==> src/verilog/csw_consts.vh <==
// Constants for the chip-select area wait-state controller.
// Assumes inclusion by bare name from the design files.
`ifndef CSW_CONSTS_VH
`define CSW_CONSTS_VH

// ----------------------------------------
// Register offsets on the bus
// ----------------------------------------
`define CSW_OFS_AREA   8'h00
`define CSW_OFS_DMA    8'h04
`define CSW_OFS_STAT   8'h08

// ----------------------------------------
// Reset values and masks
// ----------------------------------------
`define CSW_AREA_RST   16'hffff
`define CSW_DMA_RST    16'h000f
`define CSW_DMA_MASK   16'h003f
`define CSW_ZERO16     16'h0000
`define CSW_ZERO32     32'h0000_0000

// ----------------------------------------
// Field positions
// ----------------------------------------
`define CSW_AREA0      3:0
`define CSW_AREA1      7:4
`define CSW_AREA2      11:8
`define CSW_AREA3      15:12
`define CSW_DSW        3:0
`define CSW_DDW        5:4
`define CSW_DDW_HI     1
`define CSW_HB         15:8
`define CSW_LB         7:0
`define CSW_REG16      15:0
`define CSW_STRB_HB    1
`define CSW_STRB_LB    0
`define CSW_STRB16     1:0
`define CSW_RS_AREA    0
`define CSW_RS_DMA     1
`define CSW_RS_STAT    2
`define CSW_ST_BUSY    0
`define CSW_ST_WAIT    1
`define CSW_ST_EXT     2
`define CSW_ST_CNT     7:4

// ----------------------------------------
// Small codes
// ----------------------------------------
`define CSW_SEL_A0     2'h0
`define CSW_SEL_A1     2'h1
`define CSW_SEL_A2     2'h2
`define CSW_SEL_NONE   3'h0
`define CSW_SEL_AREA   3'h1
`define CSW_SEL_DMA    3'h2
`define CSW_SEL_STAT   3'h4
`define CSW_PAD2       2'h0
`define CSW_ZERO4      4'h0
`define CSW_ONE4       4'h1

`endif

==> src/verilog/csw_area_wait_ctrl.v <==
// Chip-select area wait-state controller with APB register access.
// Assumes an APB master on clk_i and a bus-cycle sequencer upstream.
//
// Function
// 16-bit read/write register holds a 0..15 wait count per area.
// Power-on reset loads all ones into the area wait register.
// Manual reset and standby leave both wait registers untouched.
// Area 3 in bits 15:12, area 2 11:8, 1 7:4, 0 3:0.
// Count zero inserts no waits and ignores external wait input.
// Count N inserts N waits and honours external wait input.
// Second 16-bit register sets DMA single-address DRAM and area waits.
// Power-on reset loads the DMA wait register with 000F.
// DMA register bits 15:6 are reserved and read zero.
// Software writes zero into DMA register bits 15:6.
// DRAM field codes give 2..5 cycles; external wait from code 2. The code inserts 0..3 waits for codes 0..3.
// DMA DRAM field acts apart from normal DRAM wait fields.
// DMA area field gives 0..15 waits; nonzero enables external wait.
// DMA area field replaces per-area counts during single-address DMA.
// Software programs the DMA register before single-address DMA.
// New counts apply from the next bus cycle; current one completes.
//
// Decided for this implementation: the register offsets and the APB register port.
`timescale 1ns/100ps
`include "csw_consts.vh"

module csw_area_wait_ctrl (
  // Clock and resets
  input  wire        clk_i,
  input  wire        reset_i,
  input  wire        manual_reset_i,
  input  wire        standby_i,
  // APB slave
  input  wire        psel_i,
  input  wire        penable_i,
  input  wire        pwrite_i,
  input  wire [7:0]  paddr_i,
  input  wire [31:0] pwdata_i,
  input  wire [3:0]  pstrb_i,
  output reg  [31:0] prdata_o,
  output wire        pready_o,
  output wire        pslverr_o,
  // Bus cycle request
  input  wire        cyc_start_i,
  input  wire [1:0]  cyc_area_i,
  input  wire        cyc_dram_i,
  input  wire        cyc_dma_single_i,
  input  wire [1:0]  dram_norm_wait_i,
  input  wire        ext_wait_i,
  // Bus cycle state
  output wire        cyc_busy_o,
  output wire        cyc_wait_o,
  output wire        cyc_done_o,
  output wire [3:0]  cyc_count_o,
  output wire        cyc_ext_en_o
);

  // ----------------------------------------
  // Functions
  // ----------------------------------------
  // Pick one area count out of the area register
  function [3:0] area_field;
    input [15:0] regv;
    input [1:0]  area;
    begin
      if (area == `CSW_SEL_A0) begin
        area_field = regv[`CSW_AREA0];
      end else if (area == `CSW_SEL_A1) begin
        area_field = regv[`CSW_AREA1];
      end else if (area == `CSW_SEL_A2) begin
        area_field = regv[`CSW_AREA2];
      end else begin
        area_field = regv[`CSW_AREA3];
      end
    end
  endfunction

  // DRAM code to inserted waits: codes 0..3 give 0..3 waits
  function [3:0] dram_waits;
    input [1:0] code;
    begin
      dram_waits = {`CSW_PAD2, code};
    end
  endfunction

  // External wait enabled only for the two upper codes
  function dram_ext_en;
    input [1:0] code;
    begin
      dram_ext_en = code[`CSW_DDW_HI];
    end
  endfunction

  // Byte-lane write merge for a 16-bit register
  function [15:0] lane_merge;
    input [15:0] old;
    input [15:0] wd;
    input [1:0]  strb;
    begin
      lane_merge = old;
      if (strb[`CSW_STRB_HB]) begin
        lane_merge[`CSW_HB] = wd[`CSW_HB];
      end
      if (strb[`CSW_STRB_LB]) begin
        lane_merge[`CSW_LB] = wd[`CSW_LB];
      end
    end
  endfunction

  // One-hot register select from the byte address
  function [2:0] reg_select;
    input [7:0] addr;
    begin
      reg_select = `CSW_SEL_NONE;
      if (addr == `CSW_OFS_AREA) begin
        reg_select = `CSW_SEL_AREA;
      end else if (addr == `CSW_OFS_DMA) begin
        reg_select = `CSW_SEL_DMA;
      end else if (addr == `CSW_OFS_STAT) begin
        reg_select = `CSW_SEL_STAT;
      end
    end
  endfunction

  // Any nonzero count opens the external wait input
  function count_ext_en;
    input [3:0] count;
    begin
      count_ext_en = (count != `CSW_ZERO4);
    end
  endfunction

  // Sequencer state packed for software polling
  function [31:0] status_word;
    input       busy;
    input       waiting;
    input       ext_en;
    input [3:0] count;
    begin
      status_word              = `CSW_ZERO32;
      status_word[`CSW_ST_BUSY] = busy;
      status_word[`CSW_ST_WAIT] = waiting;
      status_word[`CSW_ST_EXT]  = ext_en;
      status_word[`CSW_ST_CNT]  = count;
    end
  endfunction

  // ----------------------------------------
  // Declarations
  // ----------------------------------------
  reg  [15:0] area_wait_count;
  reg  [15:0] dma_single_wait_count;
  reg  [31:0] rd_mux;
  reg         addr_hit;
  reg  [3:0]  sel_count;
  reg         sel_ext_en;
  wire        apb_setup;
  wire        apb_access;
  wire [2:0]  rsel;
  wire        wr_area;
  wire        wr_dma;
  wire        abort;
  wire [1:0]  strb_lo;
  wire [15:0] wd_lo;
  wire        t_busy;
  wire        t_wait;
  wire [3:0]  t_count;
  wire        t_ext_en;

  // ----------------------------------------
  // APB decode
  // ----------------------------------------
  assign apb_setup  = psel_i & ~penable_i;
  assign apb_access = psel_i & penable_i;
  assign strb_lo    = pstrb_i[`CSW_STRB16];
  assign rsel       = reg_select(paddr_i);
  assign wd_lo      = pwdata_i[`CSW_REG16];

  // Zero-wait slave: every access completes in its first access cycle
  assign pready_o  = 1'b1;
  assign pslverr_o = apb_access & ~addr_hit;

  assign wr_area = apb_access & pwrite_i & rsel[`CSW_RS_AREA];
  assign wr_dma  = apb_access & pwrite_i & rsel[`CSW_RS_DMA];

  always @* begin
    addr_hit = 1'b0;
    if (rsel[`CSW_RS_AREA]) begin
      addr_hit = 1'b1;
    end else if (rsel[`CSW_RS_DMA]) begin
      addr_hit = 1'b1;
    end else if (rsel[`CSW_RS_STAT]) begin
      addr_hit = 1'b1;
    end
  end

  // ----------------------------------------
  // Read data
  // ----------------------------------------
  always @* begin
    rd_mux = `CSW_ZERO32;
    if (rsel[`CSW_RS_AREA]) begin
      rd_mux[`CSW_REG16] = area_wait_count;
    end else if (rsel[`CSW_RS_DMA]) begin
      rd_mux[`CSW_REG16] = dma_single_wait_count & `CSW_DMA_MASK;
    end else if (rsel[`CSW_RS_STAT]) begin
      rd_mux = status_word(t_busy, t_wait, t_ext_en, t_count);
    end
  end

  // Read data is captured in the setup cycle and held to the access edge
  always @(posedge clk_i or posedge reset_i) begin
    if (reset_i) begin
      prdata_o <= `CSW_ZERO32;
    end else if (apb_setup && !pwrite_i) begin
      prdata_o <= rd_mux;
    end
  end

  // ----------------------------------------
  // Wait control registers
  // ----------------------------------------
  // Only the power-on reset loads their reset values; manual reset and standby do not
  always @(posedge clk_i or posedge reset_i) begin
    if (reset_i) begin
      area_wait_count <= `CSW_AREA_RST;
    end else if (wr_area) begin
      area_wait_count <= lane_merge(area_wait_count, wd_lo, strb_lo);
    end
  end

  always @(posedge clk_i or posedge reset_i) begin
    if (reset_i) begin
      dma_single_wait_count <= `CSW_DMA_RST;
    end else if (wr_dma) begin
      // Reserved bits dropped, so a stray one never reaches the logic
      dma_single_wait_count <= lane_merge(dma_single_wait_count, wd_lo, strb_lo)
                               & `CSW_DMA_MASK;
    end
  end

  // ----------------------------------------
  // Count selection
  // ----------------------------------------
  // Normal DRAM counts come from outside and never mix with the DMA field
  always @* begin
    sel_count  = `CSW_ZERO4;
    sel_ext_en = 1'b0;
    if (cyc_dma_single_i && cyc_dram_i) begin
      sel_count  = dram_waits(dma_single_wait_count[`CSW_DDW]);
      sel_ext_en = dram_ext_en(dma_single_wait_count[`CSW_DDW]);
    end else if (cyc_dma_single_i) begin
      sel_count  = dma_single_wait_count[`CSW_DSW];
      sel_ext_en = count_ext_en(dma_single_wait_count[`CSW_DSW]);
    end else if (cyc_dram_i) begin
      sel_count  = dram_waits(dram_norm_wait_i);
      sel_ext_en = dram_ext_en(dram_norm_wait_i);
    end else begin
      sel_count  = area_field(area_wait_count, cyc_area_i);
      sel_ext_en = count_ext_en(sel_count);
    end
  end

  // ----------------------------------------
  // Wait sequencer
  // ----------------------------------------
  // Manual reset and standby end the cycle but keep the registers
  assign abort = manual_reset_i | standby_i;

  csw_wait_timer u_timer (
    .clk_i      (clk_i),
    .reset_i    (reset_i),
    .abort_i    (abort),
    .start_i    (cyc_start_i),
    .count_i    (sel_count),
    .ext_en_i   (sel_ext_en),
    .ext_wait_i (ext_wait_i),
    .busy_o     (t_busy),
    .wait_o     (t_wait),
    .done_o     (cyc_done_o),
    .count_o    (t_count),
    .ext_en_o   (t_ext_en)
  );

  assign cyc_busy_o   = t_busy;
  assign cyc_wait_o   = t_wait;
  assign cyc_count_o  = t_count;
  assign cyc_ext_en_o = t_ext_en;

endmodule // csw_area_wait_ctrl

==> src/verilog/csw_wait_timer.v <==
// Wait-cycle sequencer for one external bus cycle.
// Assumes start pulses only while not busy; ext wait synchronous.
`timescale 1ns/100ps
`include "csw_consts.vh"

module csw_wait_timer (
  // Clock and reset
  input  wire       clk_i,
  input  wire       reset_i,
  input  wire       abort_i,
  // Cycle request
  input  wire       start_i,
  input  wire [3:0] count_i,
  input  wire       ext_en_i,
  input  wire       ext_wait_i,
  // Cycle state
  output wire       busy_o,
  output wire       wait_o,
  output wire       done_o,
  output wire [3:0] count_o,
  output wire       ext_en_o
);

  // ----------------------------------------
  // States
  // ----------------------------------------
  localparam [2:0] ST_IDLE = 3'b001;
  localparam [2:0] ST_WAIT = 3'b010;
  localparam [2:0] ST_DONE = 3'b100;

  reg [2:0] state;
  reg [2:0] next_state;
  reg [3:0] cnt;
  reg [3:0] next_cnt;
  reg       ext_en;
  reg       next_ext_en;

  // ----------------------------------------
  // Next state
  // ----------------------------------------
  always @* begin
    next_state  = state;
    next_cnt    = cnt;
    next_ext_en = ext_en;
    case (state)
      ST_IDLE: begin
        if (start_i) begin
          // Settings latched here; later writes wait for next cycle
          next_cnt    = count_i;
          next_ext_en = ext_en_i;
          if (count_i == `CSW_ZERO4) begin
            next_state = ST_DONE;
          end else begin
            next_state = ST_WAIT;
          end
        end
      end
      ST_WAIT: begin
        if (cnt != `CSW_ONE4) begin
          next_cnt = cnt - `CSW_ONE4;
        end else if (ext_en && ext_wait_i) begin
          next_state = ST_WAIT;
        end else begin
          next_cnt   = `CSW_ZERO4;
          next_state = ST_DONE;
        end
      end
      ST_DONE: begin
        next_state = ST_IDLE;
      end
      default: begin
        next_state = ST_IDLE;
      end
    endcase
    if (abort_i) begin
      next_state = ST_IDLE;
      next_cnt   = `CSW_ZERO4;
    end
  end

  // ----------------------------------------
  // Registers
  // ----------------------------------------
  always @(posedge clk_i or posedge reset_i) begin
    if (reset_i) begin
      state  <= ST_IDLE;
      cnt    <= `CSW_ZERO4;
      ext_en <= 1'b0;
    end else begin
      state  <= next_state;
      cnt    <= next_cnt;
      ext_en <= next_ext_en;
    end
  end

  assign busy_o   = ~state[0];
  assign wait_o   = state[1];
  assign done_o   = state[2];
  assign count_o  = cnt;
  assign ext_en_o = ext_en;

endmodule // csw_wait_timer
==> config.mk <==
export PLATFORM = sky130hd
export DESIGN_NAME = csw_area_wait_ctrl
export DESIGN_NICKNAME = d
export VERILOG_FILES = /design/src/verilog/csw_area_wait_ctrl.v /design/src/verilog/csw_wait_timer.v
export VERILOG_INCLUDE_DIRS = /design/src /design/src/verilog
export SDC_FILE = /design/constraint.sdc
export NUM_CORES = 1
export LEC_CHECK = 0
export CELL_PAD_IN_SITES_DETAIL_PLACEMENT = 0
export CELL_PAD_IN_SITES_GLOBAL_PLACEMENT = 2
export CORE_MARGIN = 2
export CORE_UTILIZATION = 41
export DETAILED_ROUTE_END_ITERATION = 6
export DONT_BUFFER_PORTS = 1
export PLACE_DENSITY_LB_ADDON = 0.08
export SLEW_MARGIN = 20
export SYNTH_ARGS = -nofsm -noshare
export SYNTH_HDL_FRONTEND = slang
export SYNTH_SLANG_ARGS = --single-unit
export TNS_END_PERCENT = 100
==> constraint.sdc <==
create_clock -name clk_i -period 3.1 [get_ports clk_i]
set_input_delay 0.31 -clock clk_i [delete_from_list [all_inputs] [get_ports clk_i]]
set_output_delay 0.31 -clock clk_i [all_outputs]
set_load 0.01 [all_outputs]
* Word-level counts from Yosys, hierarchy flattened
Cells that the tools add are included.
Widths: inputs -> output; s select.
** Storage, ports and cells
- Memory bits (writable) :: 0
- Logic and storage cells :: 77
- Output and inout port bits :: 42
- Memories kept :: 0
- Latch bits :: 0
- Bits in registers :: 62
- Memory bits (read-only) :: 0
** Cells by class
- Mux-type cells :: 33
- Reductions and logical operators :: 16
- Multipliers :: 0
- Div/mod/pow operators :: 0
- Magnitude comparators :: 0
- $add $sub $neg :: 1
- Bitwise logic cells :: 10
- Equality and inequality tests :: 10
- Shift operators :: 0
** Operators by type and width (number)
- $mux 4 :: 13
- $mux 16 :: 2
- $mux 3 :: 8
- $mux 8 :: 2
- $reduce_and 2->1 :: 5
- $eq 8x3->1 const B :: 1
- $eq 8x4->1 const B :: 1
- $logic_not 8->1 :: 1
- $pmux 4 s2 :: 1
- $reduce_bool 4->1 :: 2
- $and 1x1->1 :: 6
- $mux 1 :: 6
- $ne 3x3->1 const B :: 2
- $pmux 3 s2 :: 1
- $logic_not 4->1 :: 1
- $ne 4x1->1 const B :: 1
- $ne 4x3->1 const B :: 1
- $sub 4x1->4 const B :: 1
- $eq 3x1->1 const B :: 1
- $eq 3x2->1 const B :: 1
- $logic_and 1x1->1 :: 3
- $not 1->1 :: 3
- $reduce_and 3->1 :: 1
- $reduce_bool 3->1 :: 1
- other kinds (5) :: 5

* Longest topological paths before layout
- Word-level depth :: 15
- Depth in mapped cells :: 7

* Cells and area by module
Synthesis repeated with hierarchy kept, for this count alone.
** Unflattened totals
- Cells, all modules :: 222
- Area, all modules :: 2601.2 sq um
** By module, submodules not included
- csw_area_wait_ctrl :: area each 2060.7 sq um, instances 1, cells an instance 165
- csw_wait_timer :: area each 540.5 sq um, instances 1, cells an instance 57

* Worst setup path after synthesis
OpenSTA, ideal clock, no wires.
- Kind :: input port to flip-flop
- Start point :: in cyc_area_i[0]
- End point :: reg u_timer.ext_en, in the netlist u_timer.ext_en_o
- Path buffers :: 1
- Setup time :: 122 ps
- Data arrival time :: 1690 ps
- Stages on the path :: 5
- Data required time :: 2978 ps
- Setup slack :: 1289 ps
- Cells stage by stage :: buf_2 mux4_1 or4_1 a22oi_1 o21ai_1
** On the way
- Cells in the longest elaborated chain, start to end :: 11
- Elaborated cells between the ends (all ways) :: 13
- Classes of those cells :: eq/ne: 2; mux: 9; reduce/logical: 2
** RTL lines
- start, declared :: line csw_area_wait_ctrl.v:44 : input wire [1:0] cyc_area_i,
- $eq 2x2->1 (no source line)
- $mux 4 :: line csw_area_wait_ctrl.v:69 : end else if (area == `CSW_SEL_A2) begin
- $mux 4 :: line csw_area_wait_ctrl.v:67 : end else if (area == `CSW_SEL_A1) begin
- $mux 4 (*) :: line csw_area_wait_ctrl.v:65 : if (area == `CSW_SEL_A0) begin
- $mux 4 (*) :: line csw_area_wait_ctrl.v:254 : end else if (cyc_dram_i) begin
- $mux 4 (*) :: line csw_area_wait_ctrl.v:251 : end else if (cyc_dma_single_i) begin
- $mux 4 (*) :: line csw_area_wait_ctrl.v:248 : if (cyc_dma_single_i && cyc_dram_i) begin
- $reduce_bool 4->1 (no source line) (*)
- $mux 1 (*) :: line csw_area_wait_ctrl.v:254
- $mux 1 (*) :: line csw_area_wait_ctrl.v:251
- $mux 1 (*) :: line csw_area_wait_ctrl.v:248
- end signal, assigned :: line csw_wait_timer.v:92 : ext_en <= next_ext_en;
- end, declared :: line csw_wait_timer.v:35 : reg ext_en;
Every way passes the cells marked *; elsewhere a longest branch is shown, timed or not. The select of a mux whose other input is x is not followed.
A chain may end at the register's enable or synchronous reset.

* Worst setup path in the final report
- Start point :: reg u_timer.cnt[0], in the netlist u_timer.count_o[0]
- End point :: reg u_timer.cnt[2], in the netlist u_timer.count_o[2]
** On the way
- Cells in the longest elaborated chain, start to end :: 4
- Elaborated cells between the ends (all ways) :: 7
- Classes of those cells :: add/sub: 1; eq/ne: 2; mux: 3; reduce/logical: 1
** RTL lines
- start, declared :: line csw_wait_timer.v:33 : reg [3:0] cnt;
- start signal, assigned :: line csw_wait_timer.v:87 : cnt <= `CSW_ZERO4;
- start signal, assigned :: line csw_wait_timer.v:91 : cnt <= next_cnt;
- $sub 4x1->4 (no source line) or $ne 4x1->1 (tied branches)
- $mux 4 :: line csw_wait_timer.v:59 : if (cnt != `CSW_ONE4) begin
- $pmux 4 s2 :: line csw_wait_timer.v:45 : case (state)
- $mux 4 :: line csw_wait_timer.v:75 : if (abort_i) begin
Several ways; a longest one is shown, not always the timed one.

==> results.txt <==
Status: complete, no violations
Critical Path RT: 3.29 ns
Setup WS post-layout: 1.07 ns
PwrDens: 410 nW/um^2
Element type at the critical path end: register
Routed Antenna Nets: 0
# setup viols final: 0
Number of DRC markers in iteration 0: 90
FF+latch count, synth: 46
CTS HTree Levels: 2
I/O Buffers: 0
Post-Route Skew: 0.0102 ns
Grt ovf: 0
Post-synth EDFFs: 0
Commonest non-fill, non-tap cell in the layout: dfrtp_1
DIE AREA: 6830 um^2
Largest area contributor in the netlist: dfrtp_1
Setup_tns: 0 ns
Share of the synthesized area in the top cell type: 24.7%
Crit Path Category: register to register
Fraction of layout cells with a size suffix above 1: 18.5%
Most frequent cells in the layout: dfrtp_1, dfstp_2, mux2i_1
Hold Path Class: primary input to asynchronous set/reset pin
Diode count: 0
Seq/Total Area, Yosys: 46.4%
Starting Density: 42.6%
DRT Wirelength: 6250 um
Peak Freq: 492 MHz
Vias in the first global route: 1784
Vias/cell: 5.64
Final worst-path cycle share: 65.5%
Leakage: 1.18 nW
GRT Overall Usage: 19.4%
Post-CTS setup buffers: 0
Largest net degree at the start of global routing: 47
Critical Path Source: u_timer.count_o[0]$_DFFE_PP0P_
CP startpoint kind: register
Die Ht: 82.6 um
Worst slew margin: 40.1%
Fraction of registers with async set or reset after synthesis: 100%
Core area: 5960 um^2
DRC: 0
# hold bufs at CTS: 0
Clock-pin slew on the worst setup and hold paths: 0.10 ns
# fillers: 581
Per-cell routed wire length: 20.4 um
Top FF cell, synth: dfrtp_1
Gate Count Post-Synth: 230
Vias: 1731
Nets: 292
DR pass1 iterations: 4
TritonCTS Buffers: 5
TritonCTS clock tree: done
Area delta synth->final: 4.20%
Reg-to-Reg Start: u_timer.count_o[0]$_DFFE_PP0P_
Hpwl dp: 4760 um
Yosys warning count: 0
Final number of hold-violating endpoints: 0
Clock buffer depth: 2
Post_cts resized: 0
Slew Limit Fails: 0
Cell Rows: 28
Multi-input gate area: 1240 um^2
Worst Path Max Fanout: 7
Io pins: 101
Post-Syn Area: 2530 um^2
Worst IR drop on VDD: 0.170 mV
Chip width: 82.6 um
CTS root buf: clkbuf_8
Pre-CTS WS: 1.11 ns
First-pass GRT wire length: 9710 um
RSZ-0062 raised after global routing: no
Worst EP arrival: 2.22 ns
Leading post-synthesis cells by cell area: dfrtp_1, dfstp_2, mux2_1
Post-route minimum period: 2.03 ns
Clock sink total: 46
Worst slew pin tran: 0.891 ns
Syn avg cell area: 11.0 um^2
Number of library cell types mapped by synthesis: 46
GP Congestion: 0.841
Worst skew pair latency: 0.31 ns
Reg area: 1180 um^2
Initial antenna violation count: 0
Max-cap violation count: 0
[logic make-up after synthesis]
group	share of synthesized area, %
AOI/OAI and AO/OA	10.9
and+or+nand+nor	12.1
muxes	22.0
buffers and inverters	6.86
other	0.296
adders and majority gates	0.987
DFF	46.4
xor gates and xnor gates	0.346
[routing by layer]
layer | wire length [um] | global-route usage (%) | vias to the layer above
met5 | 0 | 0 | -
met4 | 64 | 4.43 | 0
met3 | 370 | 4.89 | 8
met2 | 3000 | 32.3 | 60
met1 | 2810 | 25.4 | 860
li1 | - | - | 803
[flip-flops by register name, indices dropped and copies added (netlist names)]
signal	count
area_wait_count	16
prdata_o	16
dma_single_wait_count	6
u_timer.count_o	4
u_timer.state	3
u_timer.ext_en_o	1
[final timing paths]
check | endpoint | slack, ns | depth (start not counted)
max | u_timer.count_o[2]$_DFFE_PP0P_ | 1.07 | 5
min | prdata_o[4]$_DFFE_PP0P_ | 0.02 | 2
max reg2reg | u_timer.count_o[2]$_DFFE_PP0P_ | 1.07 | 5
min reg2reg | prdata_o[4]$_DFFE_PP0P_ | 0.56 | 2
max in group asynchronous | dma_single_wait_count[2]$_DFFE_PP1P_ | 2.68 | 2
min in group clk_i | prdata_o[3]$_DFFE_PP0P_ | 0.10 | 1
[layout make-up]
cell class	instances	area share [%]
Timing Repair Buffer	2	0.568
Tap cell	75	3.55
Clock buffer	5	2.61
Inverter	6	0.853
Sequential cell	46	44.6
Multi-Input combinational cell	170	46.9
Clock inverter	3	0.900
[through the flow]
stage          power [mW]  hold slack, ns  instance area (um^2)  util, %  std cells
6_report             1.08          0.0196                  2640     44.3        307
3_3_place_gp        0.707           0.362                  2550     42.8        299
4_1_cts              1.09          0.0480                  2640     44.3        307
3_5_place_dp        0.709           0.378                  2550     42.8        299
5_1_grt              1.13          0.0694                  2640     44.3        307
2_1_floorplan       0.716           0.442                  2590        -        245
[Yosys cell counts, drive strengths merged (2+ instances only)]
cell type  number
nor3b           2
ha              2
mux2i          19
mux4            4
buf            19
conb            2
clkbuf          4
nor2           15
nor3            4
a22oi           2
or3b            2
nor2b           3
a21oi          12
o22ai           2
o31ai           2
inv             5
o21ai           9
a22o            9
dfrtp          25
nand2          17
dfstp          21
nand3           6
nor4            4
nand2b          2
mux2           24
[where the power goes]
| group | total (mW) | switching (mW) | internal [mW] |
|---|---|---|---|
| clock | 0.383 | 0.222 | 0.161 |
| sequential | 0.619 | 0.0101 | 0.609 |
| combinational | 0.0791 | 0.0492 | 0.0298 |
[worst max-delay path: stages, from the launching register on]
cell	delay (ns)
dfrtp_1	0.56
ha_1	0.24
or3b_1	0.38
o21ai_1	0.41
a21boi_1	0.13
o21a_1	0.19
(Power assumes the default switching activity.)
